==> config.mk <==
export PLATFORM = sky130hd
export DESIGN_NAME = spcf_sys_protect
export DESIGN_NICKNAME = d
export VERILOG_FILES = /design/src/design/spcf_pkg.sv /design/src/design/spcf_sys_protect.sv
export SDC_FILE = /design/constraint.sdc
export NUM_CORES = 1
export LEC_CHECK = 0
export BUFFER_PORTS_ARGS = -buffer_cell sky130_fd_sc_hd__buf_2
export CAP_MARGIN = 20
export CORE_ASPECT_RATIO = 1.2
export CORE_UTILIZATION = 35
export CTS_CLUSTER_DIAMETER = 30
export DETAILED_ROUTE_END_ITERATION = 6
export GPL_ROUTABILITY_DRIVEN = 0
export PLACE_DENSITY = 0.67
export SLEW_MARGIN = 0
export SYNTH_ARGS = -nofsm -noshare
export SYNTH_HDL_FRONTEND = slang
export SYNTH_SLANG_ARGS = --single-unit
==> constraint.sdc <==
create_clock -name ref_clk_i -period 2.55 [get_ports ref_clk_i]
set_clock_uncertainty 0.15 [all_clocks]
set_input_delay 0.1275 -clock ref_clk_i [delete_from_list [all_inputs] [get_ports ref_clk_i]]
set_output_delay 0.1275 -clock ref_clk_i [all_outputs]
set_load 0.02 [all_outputs]
==> src/design/spcf_pkg.sv <==
package spcf_pkg;
  // Register word addresses (byte address = 4 * index).
  localparam logic [3:0] SPCF_IDX_KEY = 4'h0;
  localparam logic [3:0] SPCF_IDX_CACHE = 4'h1;
  localparam logic [3:0] SPCF_IDX_WAIT = 4'h2;
  localparam logic [3:0] SPCF_IDX_STAT = 4'h3;
  localparam logic [15:0] SPCF_UNLOCK = 16'h0096;
  localparam logic [15:0] SPCF_KEY_RST = 16'h0000;
  localparam logic [1:0] SPCF_WAIT_RST = 2'h1;
  localparam logic SPCF_CACHE_RST = 1'b0;
  // Flash cycle count that matches the wait field after reset.
  localparam logic [2:0] SPCF_CYCLES_RST = 3'h2;
  // Cache register bit 1 is a fixed read-one bit.
  localparam logic [15:0] SPCF_CACHE_FIXED = 16'h0002;
  localparam int SPCF_CACHE_BIT = 0;
  localparam int SPCF_WAIT_LSB = 0;

  typedef struct packed {
    logic [15:0] key;
    logic icache_on;
    logic [1:0] wait_field;
  } spcf_regs_s;

  typedef struct packed {
    logic flush;
    logic [2:0] cycles;
  } spcf_ctrl_s;
endpackage

==> src/design/spcf_sys_protect.sv <==
`timescale 1ns/10ps
module spcf_sys_protect
  import spcf_pkg::*;
(
  // Clock and reset.
  input wire logic ref_clk_i,
  input wire logic rstn_i,
  // Avalon-MM slave.
  input wire logic [5:0] avs_address_i,
  input wire logic avs_read_i,
  input wire logic avs_write_i,
  input wire logic [3:0] avs_byteenable_i,
  input wire logic [31:0] avs_writedata_i,
  output logic [31:0] avs_readdata_o,
  output logic avs_waitrequest_o,
  // Control to cache and flash controller.
  output logic icache_on_o,
  output logic icache_flush_o,
  output logic [2:0] flash_cycles_o,
  output logic protect_active_o
);
  spcf_regs_s regs, next_regs;
  spcf_ctrl_s ctrl, next_ctrl;
  logic [31:0] next_rdata;
  logic ack, next_ack;
  logic unlocked;
  logic [3:0] idx;
  logic req;
  logic wr_go;

  assign idx = avs_address_i[5:2];
  assign req = avs_read_i | avs_write_i;
  // One wait state: request is taken on the edge where ack is high.
  assign wr_go = avs_write_i & ack;
  assign unlocked = (regs.key == SPCF_UNLOCK);

  always_comb begin
    next_regs = regs;
    next_ack = req & ~ack;
    if (wr_go) begin
      unique case (idx)
        SPCF_IDX_KEY: begin
          if (avs_byteenable_i[0]) begin
            next_regs.key[7:0] = avs_writedata_i[7:0];
          end
          if (avs_byteenable_i[1]) begin
            next_regs.key[15:8] = avs_writedata_i[15:8];
          end
        end
        SPCF_IDX_CACHE: begin
          if (avs_byteenable_i[0]) begin
            // Only bit 0 is stored; fixed bits ignore writes.
            next_regs.icache_on = avs_writedata_i[SPCF_CACHE_BIT];
          end
        end
        SPCF_IDX_WAIT: begin
          // Dropped unless unlocked; stays open until key changes.
          if (avs_byteenable_i[0] && unlocked) begin
            next_regs.wait_field = avs_writedata_i[SPCF_WAIT_LSB +: 2];
          end
        end
        default: begin
        end
      endcase
    end
  end

  always_comb begin
    next_rdata = 32'h0000_0000;
    if (avs_read_i & ~ack) begin
      unique case (idx)
        SPCF_IDX_KEY: next_rdata = {16'h0000, regs.key};
        SPCF_IDX_CACHE: begin
          next_rdata = {16'h0000, SPCF_CACHE_FIXED};
          next_rdata[SPCF_CACHE_BIT] = regs.icache_on;
        end
        SPCF_IDX_WAIT: next_rdata = {30'h0000_0000, regs.wait_field};
        SPCF_IDX_STAT: next_rdata = {31'h0000_0000, ~unlocked};
        default: next_rdata = 32'h0000_0000;
      endcase
    end else if (ack) begin
      next_rdata = avs_readdata_o;
    end
  end

  always_comb begin
    next_ctrl.cycles = {1'b0, next_regs.wait_field} + 3'h1;
    // Flush pulses when the enable is written to zero.
    next_ctrl.flush = wr_go && (idx == SPCF_IDX_CACHE) &&
                      avs_byteenable_i[0] && !avs_writedata_i[SPCF_CACHE_BIT];
  end

  always_ff @(posedge ref_clk_i or negedge rstn_i) begin
    if (!rstn_i) begin
      regs <= '{key: SPCF_KEY_RST, icache_on: SPCF_CACHE_RST,
                wait_field: SPCF_WAIT_RST};
      ctrl <= '{flush: 1'b0, cycles: SPCF_CYCLES_RST};
      ack <= 1'b0;
      avs_waitrequest_o <= 1'b1;
      avs_readdata_o <= 32'h0000_0000;
      protect_active_o <= 1'b1;
    end else begin
      regs <= next_regs;
      ctrl <= next_ctrl;
      ack <= next_ack;
      // Registered so the bus never sees a combinational path; it idles
      // high, which the bus allows and which costs no extra cycle.
      avs_waitrequest_o <= ~next_ack;
      avs_readdata_o <= next_rdata;
      protect_active_o <= (next_regs.key != SPCF_UNLOCK);
    end
  end

  assign icache_on_o = regs.icache_on;
  assign icache_flush_o = ctrl.flush;
  assign flash_cycles_o = ctrl.cycles;

  a_locked_hold: assert property (@(posedge ref_clk_i) disable iff (!rstn_i)
    !unlocked |=> $stable(regs.wait_field))
    else $error("wait field changed while locked");
  a_unlocked_write: assert property (@(posedge ref_clk_i)
    disable iff (!rstn_i)
    unlocked && wr_go && idx == SPCF_IDX_WAIT && avs_byteenable_i[0]
    |=> regs.wait_field == $past(avs_writedata_i[1:0]))
    else $error("unlocked wait write lost");
  a_cycle_count: assert property (@(posedge ref_clk_i) disable iff (!rstn_i)
    flash_cycles_o == {1'b0, regs.wait_field} + 3'h1)
    else $error("flash cycles mismatch");
  a_cache_on: assert property (@(posedge ref_clk_i) disable iff (!rstn_i)
    wr_go && idx == SPCF_IDX_CACHE && avs_byteenable_i[0]
    && avs_writedata_i[0] |=> icache_on_o && !icache_flush_o)
    else $error("cache enable write not applied");
  a_cache_flush: assert property (@(posedge ref_clk_i) disable iff (!rstn_i)
    wr_go && idx == SPCF_IDX_CACHE && avs_byteenable_i[0]
    && !avs_writedata_i[0] |=> !icache_on_o && icache_flush_o
    ##1 !icache_flush_o)
    else $error("cache disable must flush once");
  a_protect_flag: assert property (@(posedge ref_clk_i) disable iff (!rstn_i)
    protect_active_o == (regs.key != SPCF_UNLOCK))
    else $error("protect flag wrong");
  a_key_opens: assert property (@(posedge ref_clk_i) disable iff (!rstn_i)
    wr_go && idx == SPCF_IDX_KEY && avs_byteenable_i[1:0] == 2'b11
    && avs_writedata_i[15:0] == SPCF_UNLOCK |=> !protect_active_o)
    else $error("unlock key did not open");
  a_fixed_bits: assert property (@(posedge ref_clk_i) disable iff (!rstn_i)
    ack && avs_read_i && idx == SPCF_IDX_CACHE
    |-> avs_readdata_o[31:1] == 31'h0000_0001)
    else $error("cache reserved bits wrong");
  a_wait_one: assert property (@(posedge ref_clk_i) disable iff (!rstn_i)
    req && !ack |=> !avs_waitrequest_o)
    else $error("answer not after one wait");

  // Waitrequest must return high once the bus goes quiet.
  a_idle_wait: assert property (@(posedge ref_clk_i) disable iff (!rstn_i)
    !req && !ack |=> avs_waitrequest_o)
    else $error("waitrequest low while idle");
  a_ack_single: assert property (@(posedge ref_clk_i) disable iff (!rstn_i)
    ack |=> !ack)
    else $error("acknowledge longer than one cycle");

  // Each key byte lane is written on its own enable.
  a_key_low: assert property (@(posedge ref_clk_i) disable iff (!rstn_i)
    wr_go && idx == SPCF_IDX_KEY && avs_byteenable_i[0]
    |=> regs.key[7:0] == $past(avs_writedata_i[7:0]))
    else $error("key low byte not written");
  a_key_high: assert property (@(posedge ref_clk_i) disable iff (!rstn_i)
    wr_go && idx == SPCF_IDX_KEY && avs_byteenable_i[1]
    |=> regs.key[15:8] == $past(avs_writedata_i[15:8]))
    else $error("key high byte not written");

  // The cache enable is not protected, so a locked write still lands.
  a_cache_open: assert property (@(posedge ref_clk_i) disable iff (!rstn_i)
    wr_go && idx == SPCF_IDX_CACHE && avs_byteenable_i[0] && !unlocked
    |=> icache_on_o == $past(avs_writedata_i[0]))
    else $error("cache enable write dropped");
  a_flush_once: assert property (@(posedge ref_clk_i) disable iff (!rstn_i)
    icache_flush_o |=> !icache_flush_o)
    else $error("flush longer than one cycle");

  a_cycle_range: assert property (@(posedge ref_clk_i) disable iff (!rstn_i)
    flash_cycles_o >= 3'h1 && flash_cycles_o <= 3'h4)
    else $error("flash cycles out of range");

  // Reserved bits read as zero, except cache bit 1 which reads one; unmapped words read as zero.
  a_wait_reserved: assert property (@(posedge ref_clk_i)
    disable iff (!rstn_i)
    ack && avs_read_i && idx == SPCF_IDX_WAIT
    |-> avs_readdata_o[31:2] == 30'h0000_0000)
    else $error("wait reserved bits wrong");
  a_unmapped_read: assert property (@(posedge ref_clk_i)
    disable iff (!rstn_i)
    ack && avs_read_i && idx > SPCF_IDX_STAT
    |-> avs_readdata_o == 32'h0000_0000)
    else $error("unmapped read not zero");
  a_stat_read: assert property (@(posedge ref_clk_i) disable iff (!rstn_i)
    ack && avs_read_i && idx == SPCF_IDX_STAT
    |-> avs_readdata_o[0] == protect_active_o)
    else $error("status bit differs from protect flag");

  c_unlock: cover property (@(posedge ref_clk_i) disable iff (!rstn_i)
    $fell(protect_active_o));
  c_relock: cover property (@(posedge ref_clk_i) disable iff (!rstn_i)
    $rose(protect_active_o));
  c_flush: cover property (@(posedge ref_clk_i) disable iff (!rstn_i)
    icache_flush_o);
  c_four: cover property (@(posedge ref_clk_i) disable iff (!rstn_i)
    flash_cycles_o == 3'h4);
  c_locked_drop: cover property (@(posedge ref_clk_i) disable iff (!rstn_i)
    wr_go && idx == SPCF_IDX_WAIT && !unlocked);
endmodule

* Word level (Yosys, flattened, before mapping)
Cells that the tools add are included.
** Storage, ports and cells
- Latch bits :: 0
- Input bits :: 46
- Output and inout port bits :: 39
- Register bits after elaboration :: 58
- Bits in read-only memories :: 0
- Memory bits (writable) :: 0
- Memories kept :: 0
** Operators by class
- Reductions and logical operators :: 7
- Shifts and indexed selects :: 0
- Bitwise operators :: 7
- Add/sub/neg operators :: 1
- Multiply operators :: 0
- $lt $le $gt $ge :: 0
- Div/mod/pow operators :: 0
- Equality and inequality tests :: 6
- Mux-type cells :: 11
** Operator list (number)
- $mux W32 :: 2
- $pmux W16 S4 :: 1
- $mux W19 :: 1
- $eq A16 B8 Y1 const B :: 1
- $mux W16 :: 1
- $mux W8 :: 2
- $ne A16 B8 Y1 const B :: 1
- $eq A4 B2 Y1 const B :: 2
- $eq A4 B1 Y1 const B :: 1
- $logic_and A1 B1 Y1 :: 4
- $logic_not A4 Y1 :: 1
- $mux W2 :: 2
- $add A2 B1 Y3 const B :: 1
- $and A1 B1 Y1 :: 3
- $not A1 Y1 :: 3
- $reduce_and A3 Y1 :: 1
- $mux W1 :: 2
- $ne A2 B1 Y1 const B :: 1
- $logic_not A1 Y1 :: 1
- $or A1 B1 Y1 :: 1

* Longest topological paths before layout
- Word-level depth :: 6
- Mapped depth :: 5

* Worst setup path after synthesis
OpenSTA, ideal clock, no wires.
- Path type :: reg-to-reg
- From :: register regs[11] in the netlist's numbering
- To :: register with a tool-made name
- Buffers on the path :: 0
- Path slack :: 0.693 ns
- Stages on the path, launching flop included :: 5
- Arrival :: 1.582 ns
- Period minus slack after synthesis :: 1.857 ns
- Setup time :: 0.125 ns
- Path through :: dfrtp_1 nor4_4 nand2_2 nor4_4 mux2_4
** RTL lines
- start: declaration :: line spcf_sys_protect.sv:22 : spcf_regs_s regs, next_regs;
- start signal: assignment :: line spcf_sys_protect.sv:95 : regs <= '{key: SPCF_KEY_RST, icache_on: SPCF_CACHE_RST,
- start signal: assignment :: line spcf_sys_protect.sv:103 : regs <= next_regs;

==> summary.md <==
| Metric | Value |
|---|---|
| Slew @ Worst Pin | `0.9182 ns` |
| First DRT Iteration DRCs | `70` |
| Max-capacitance violation count | `0` |
| # setup viols final | `0` |
| Final wirelength | `3858 µm` |
| WL met3 | `192 µm` |
| Count of different cell masters after synthesis | `35` |
| Static leakage | `1.237 nW` |
| Clock tree buffer depth | `2` |
| Worst skew pair latency | `about 0.31 ns` |
| Top FF cell, synth | `dfrtp_1` |
| CP required | `2.59 ns` |
| Master of the slowest instance on the critical path | `nor4_4` |
| Remaining global-route overflow | `0` |
| Layout area overhead | `28.31%` |
| Worst slew margin | `about two fifths` |
| Peak VDD IR | `approximately 0.23 mV` |
| Worst setup SP type | `flop` |
| Detailed-route DRC error count | `0` |
| Hold WC Path Type | `primary input to flop` |
| Family with the most delay on the worst path | `simple AND/OR/NAND/NOR gates` |
| N_diodes | `0` |
| Starting density of the core | `36.29%` |
| Proportion of layout cells with a drive suffix above 1 | `41.55%` |
| Critical Path AT | `a little over 2 ns` |
| IO Port Bufs | `48` |
| Yosys warns | `0` |
| Routed Antenna Nets | `0` |
| Final Total Pwr | `between 0.001 and 0.0015 W` |
| Post-synth EDFFs | `0` |
| First-pass GRT wire length | `between 6000 and 7000 µm` |
| Routed vias | `1334` |
| Post-synthesis cell area | `around 0.0019 mm²` |
| Die X | `between 60 and 70 µm` |
| WL met2 | `roughly 1900 µm` |
| Pins over their slew limit | `0` |
| Vias per inst | `between 4 and 5` |
| F_max | `494.0 MHz` |
| NumNets Final | `between 200 and 300` |
| Clock Pin Slew Worst Setup and Hold Paths | `roughly 0.09 ns` |
| Max stage delay on crit path | `slightly above 0.5 ns` |
| Crit. End Element | `flop` |
| Sequential share of the synthesized area | `55.31%` |
| CP most frequent cell | `nor4_4` |
| Ys async rst share | `100.0%` |
| Flop-to-flop setup slack | `0.53 ns` |
| Worst path bufs/invs | `0` |
| Post-CTS Setup Inserts | `0` |
| CTS root buf | `clkbuf_8` |
| Power Density | `just under 600 mW/mm²` |
| Die Ht | `82.91 µm` |
| Post-DR wirelength/cell | `between 10 and 15 µm` |
| Max FO, Critical Path | `5` |
| Cell-by-cell trace of the critical path | `nor4_4, nand2_2, nor4_4, mux2_4` |
| Status | `complete, no violations` |
| Vias in the first global route | `approximately 1.4k` |
| Clk sink count | `42` |
| Flip-flop and latch count after synthesis | `42` |
| Setup TNS | `0 ns` |
| CTS tree | `yes` |
| CTS Buf Count | `5` |
| Top Layer Used | `met4` |
| CTS HTree Levels | `2` |
| Largest net degree at the start of global routing | `between 40 and 50` |
| DPL Wire Length | `2742 µm` |
| Worst setup path category | `flop to flop` |
| Avg Cell Area, Syn | `between 10 and 15 µm²` |
| Initial antenna violation count | `0` |
| DRT Pass-1 Iters | `4` |
| CTS resizes | `0` |
| Unrepaired setup endpoints after global routing | `false` |
| Cell row count | `29` |
| GRT Total Usage | `between 10% and 20%` |
| Die area | `about 0.0058 mm²` |
| # IOs | `85` |
| CORE AREA | `0.005261 mm²` |
| Fin crit share | `79.39%` |
| Hold-fix buffers at CTS | `19` |
| M1 WL | `around 1700 µm` |
| Post-synthesis cell count | `roughly 150` |
| Fin. Hold Viols | `0` |
| Final min period | `2.024 ns` |
sequential cells by signal, summed over array words and instances (netlist names), named ones only:
register and flops:
flash_cycles_o 3, icache_on_o 1, protect_active_o 1, avs_readdata_o 16, icache_flush_o 1, ack 1, avs_waitrequest_o 1, regs 17
synthesized netlist by cell type, types with 2 or more instances:
cell / n / area, µm²
xnor2_1: 2 / 17.52
mux2_4: 2 / 30.03
mux2i_1: 5 / 50.05
dfrtp_1: 38 / 950.9
clkbuf_1: 3 / 11.26
nor2_1: 6 / 22.52
nand2_1: 8 / 30.03
dfstp_2: 4 / 105.1
and4bb_2: 2 / 25.02
nand2b_1: 2 / 12.51
nor4_4: 3 / 63.81
nor4_1: 4 / 25.02
mux2_2: 17 / 191.4
nand4_1: 2 / 12.51
a22o_1: 13 / 113.9
inv_1: 2 / 7.510
buf_4: 16 / 120.1
worst reg2reg max path: stages, from the launching register on:
cell	delay (ns)
dfrtp_1	0.43
nor4_4	0.36
nand2_2	0.13
nor4_4	0.51
mux2_4	0.34
power by group:
part,internal (W),leakage [nW],total (W),switching [W]
clock network,0.000197,0.0447,0.000447,0.000249
logic,0.000104,0.637,0.000218,0.000114
registers,0.000711,0.555,0.000751,0.0000395
total,0.00101,1.24,0.00142,0.000403
layer usage:
metal	up-vias	global-route usage (%)
met5	-	0
met4	0	7.236
li1	643	-
met3	7	4.490
met1	646	17.39
met2	38	24.54
worst paths after layout:
path	from	to	cells past startpoint
max	regs[11]$_DFF_PN0_	flop	4
min	avs_address_i[4]	avs_readdata_o[0]$_DFFE_PN0P_	4
max reg2reg	regs[11]$_DFF_PN0_	flop	4
min reg2reg	avs_readdata_o[1]$_DFFE_PN0P_	avs_readdata_o[1]$_DFFE_PN0P_	2
max in group asynchronous	rstn_i	avs_readdata_o[12]$_DFFE_PN0P_	2
min in group asynchronous	rstn_i	avs_readdata_o[0]$_DFFE_PN0P_	2
cells by family after synthesis:
logic type	Yosys count	synth area share, %
compound gates	19	8.322
xor+xnor	2	0.9176
buf+inv	23	7.733
flops	42	55.31
mux	24	14.22
other cells	1	0.1964
simple gates	36	13.30
through the flow:
step | hold WS, ns | worst slack (ns) | instance area (µm²) | cells | utilization, %
floorplan | -0.3181 | 0.6930 | 1966 | 162 | -
global placement | 0.1709 | 0.5304 | 2166 | 254 | 41.17
detailed placement | 0.1704 | 0.5221 | 2166 | 254 | 41.17
CTS | 0.03671 | 0.4944 | 2450 | 281 | 46.56
global route | 0.05082 | 0.3907 | 2450 | 281 | 46.56
finish | 0.04093 | 0.5256 | 2450 | 281 | 46.56
cells in the final DEF, fill, tap and decap left out, types with 2 or more instances in the layout:
cell type / n
nand4_1: 2
nor4_4: 3
mux2_4: 2
nand2b_1: 2
nand2_1: 8
buf_4: 3
clkbuf_8: 5
conb_1: 16
dfstp_2: 4
and4bb_2: 2
nor4_1: 4
nor2_1: 6
mux2_2: 17
buf_2: 48
inv_1: 2
mux2i_1: 5
dlygate4sd3_1: 19
a22o_1: 13
dfrtp_1: 38
xnor2_1: 2
cell type report:
type | instances | area (µm²)
Timing Repair Buffer | 70 | 452.9
Fill cell | 482 | 2811
Multi-Input combinational cell | 97 | 762.0
Inverter | 2 | 7.507
Sequential cell | 42 | 1056
Clock inverter | 3 | 25.02
Clock buffer | 5 | 68.82
Tap cell | 62 | 77.57
No activity file was read; power rests on OpenSTA's default activity.
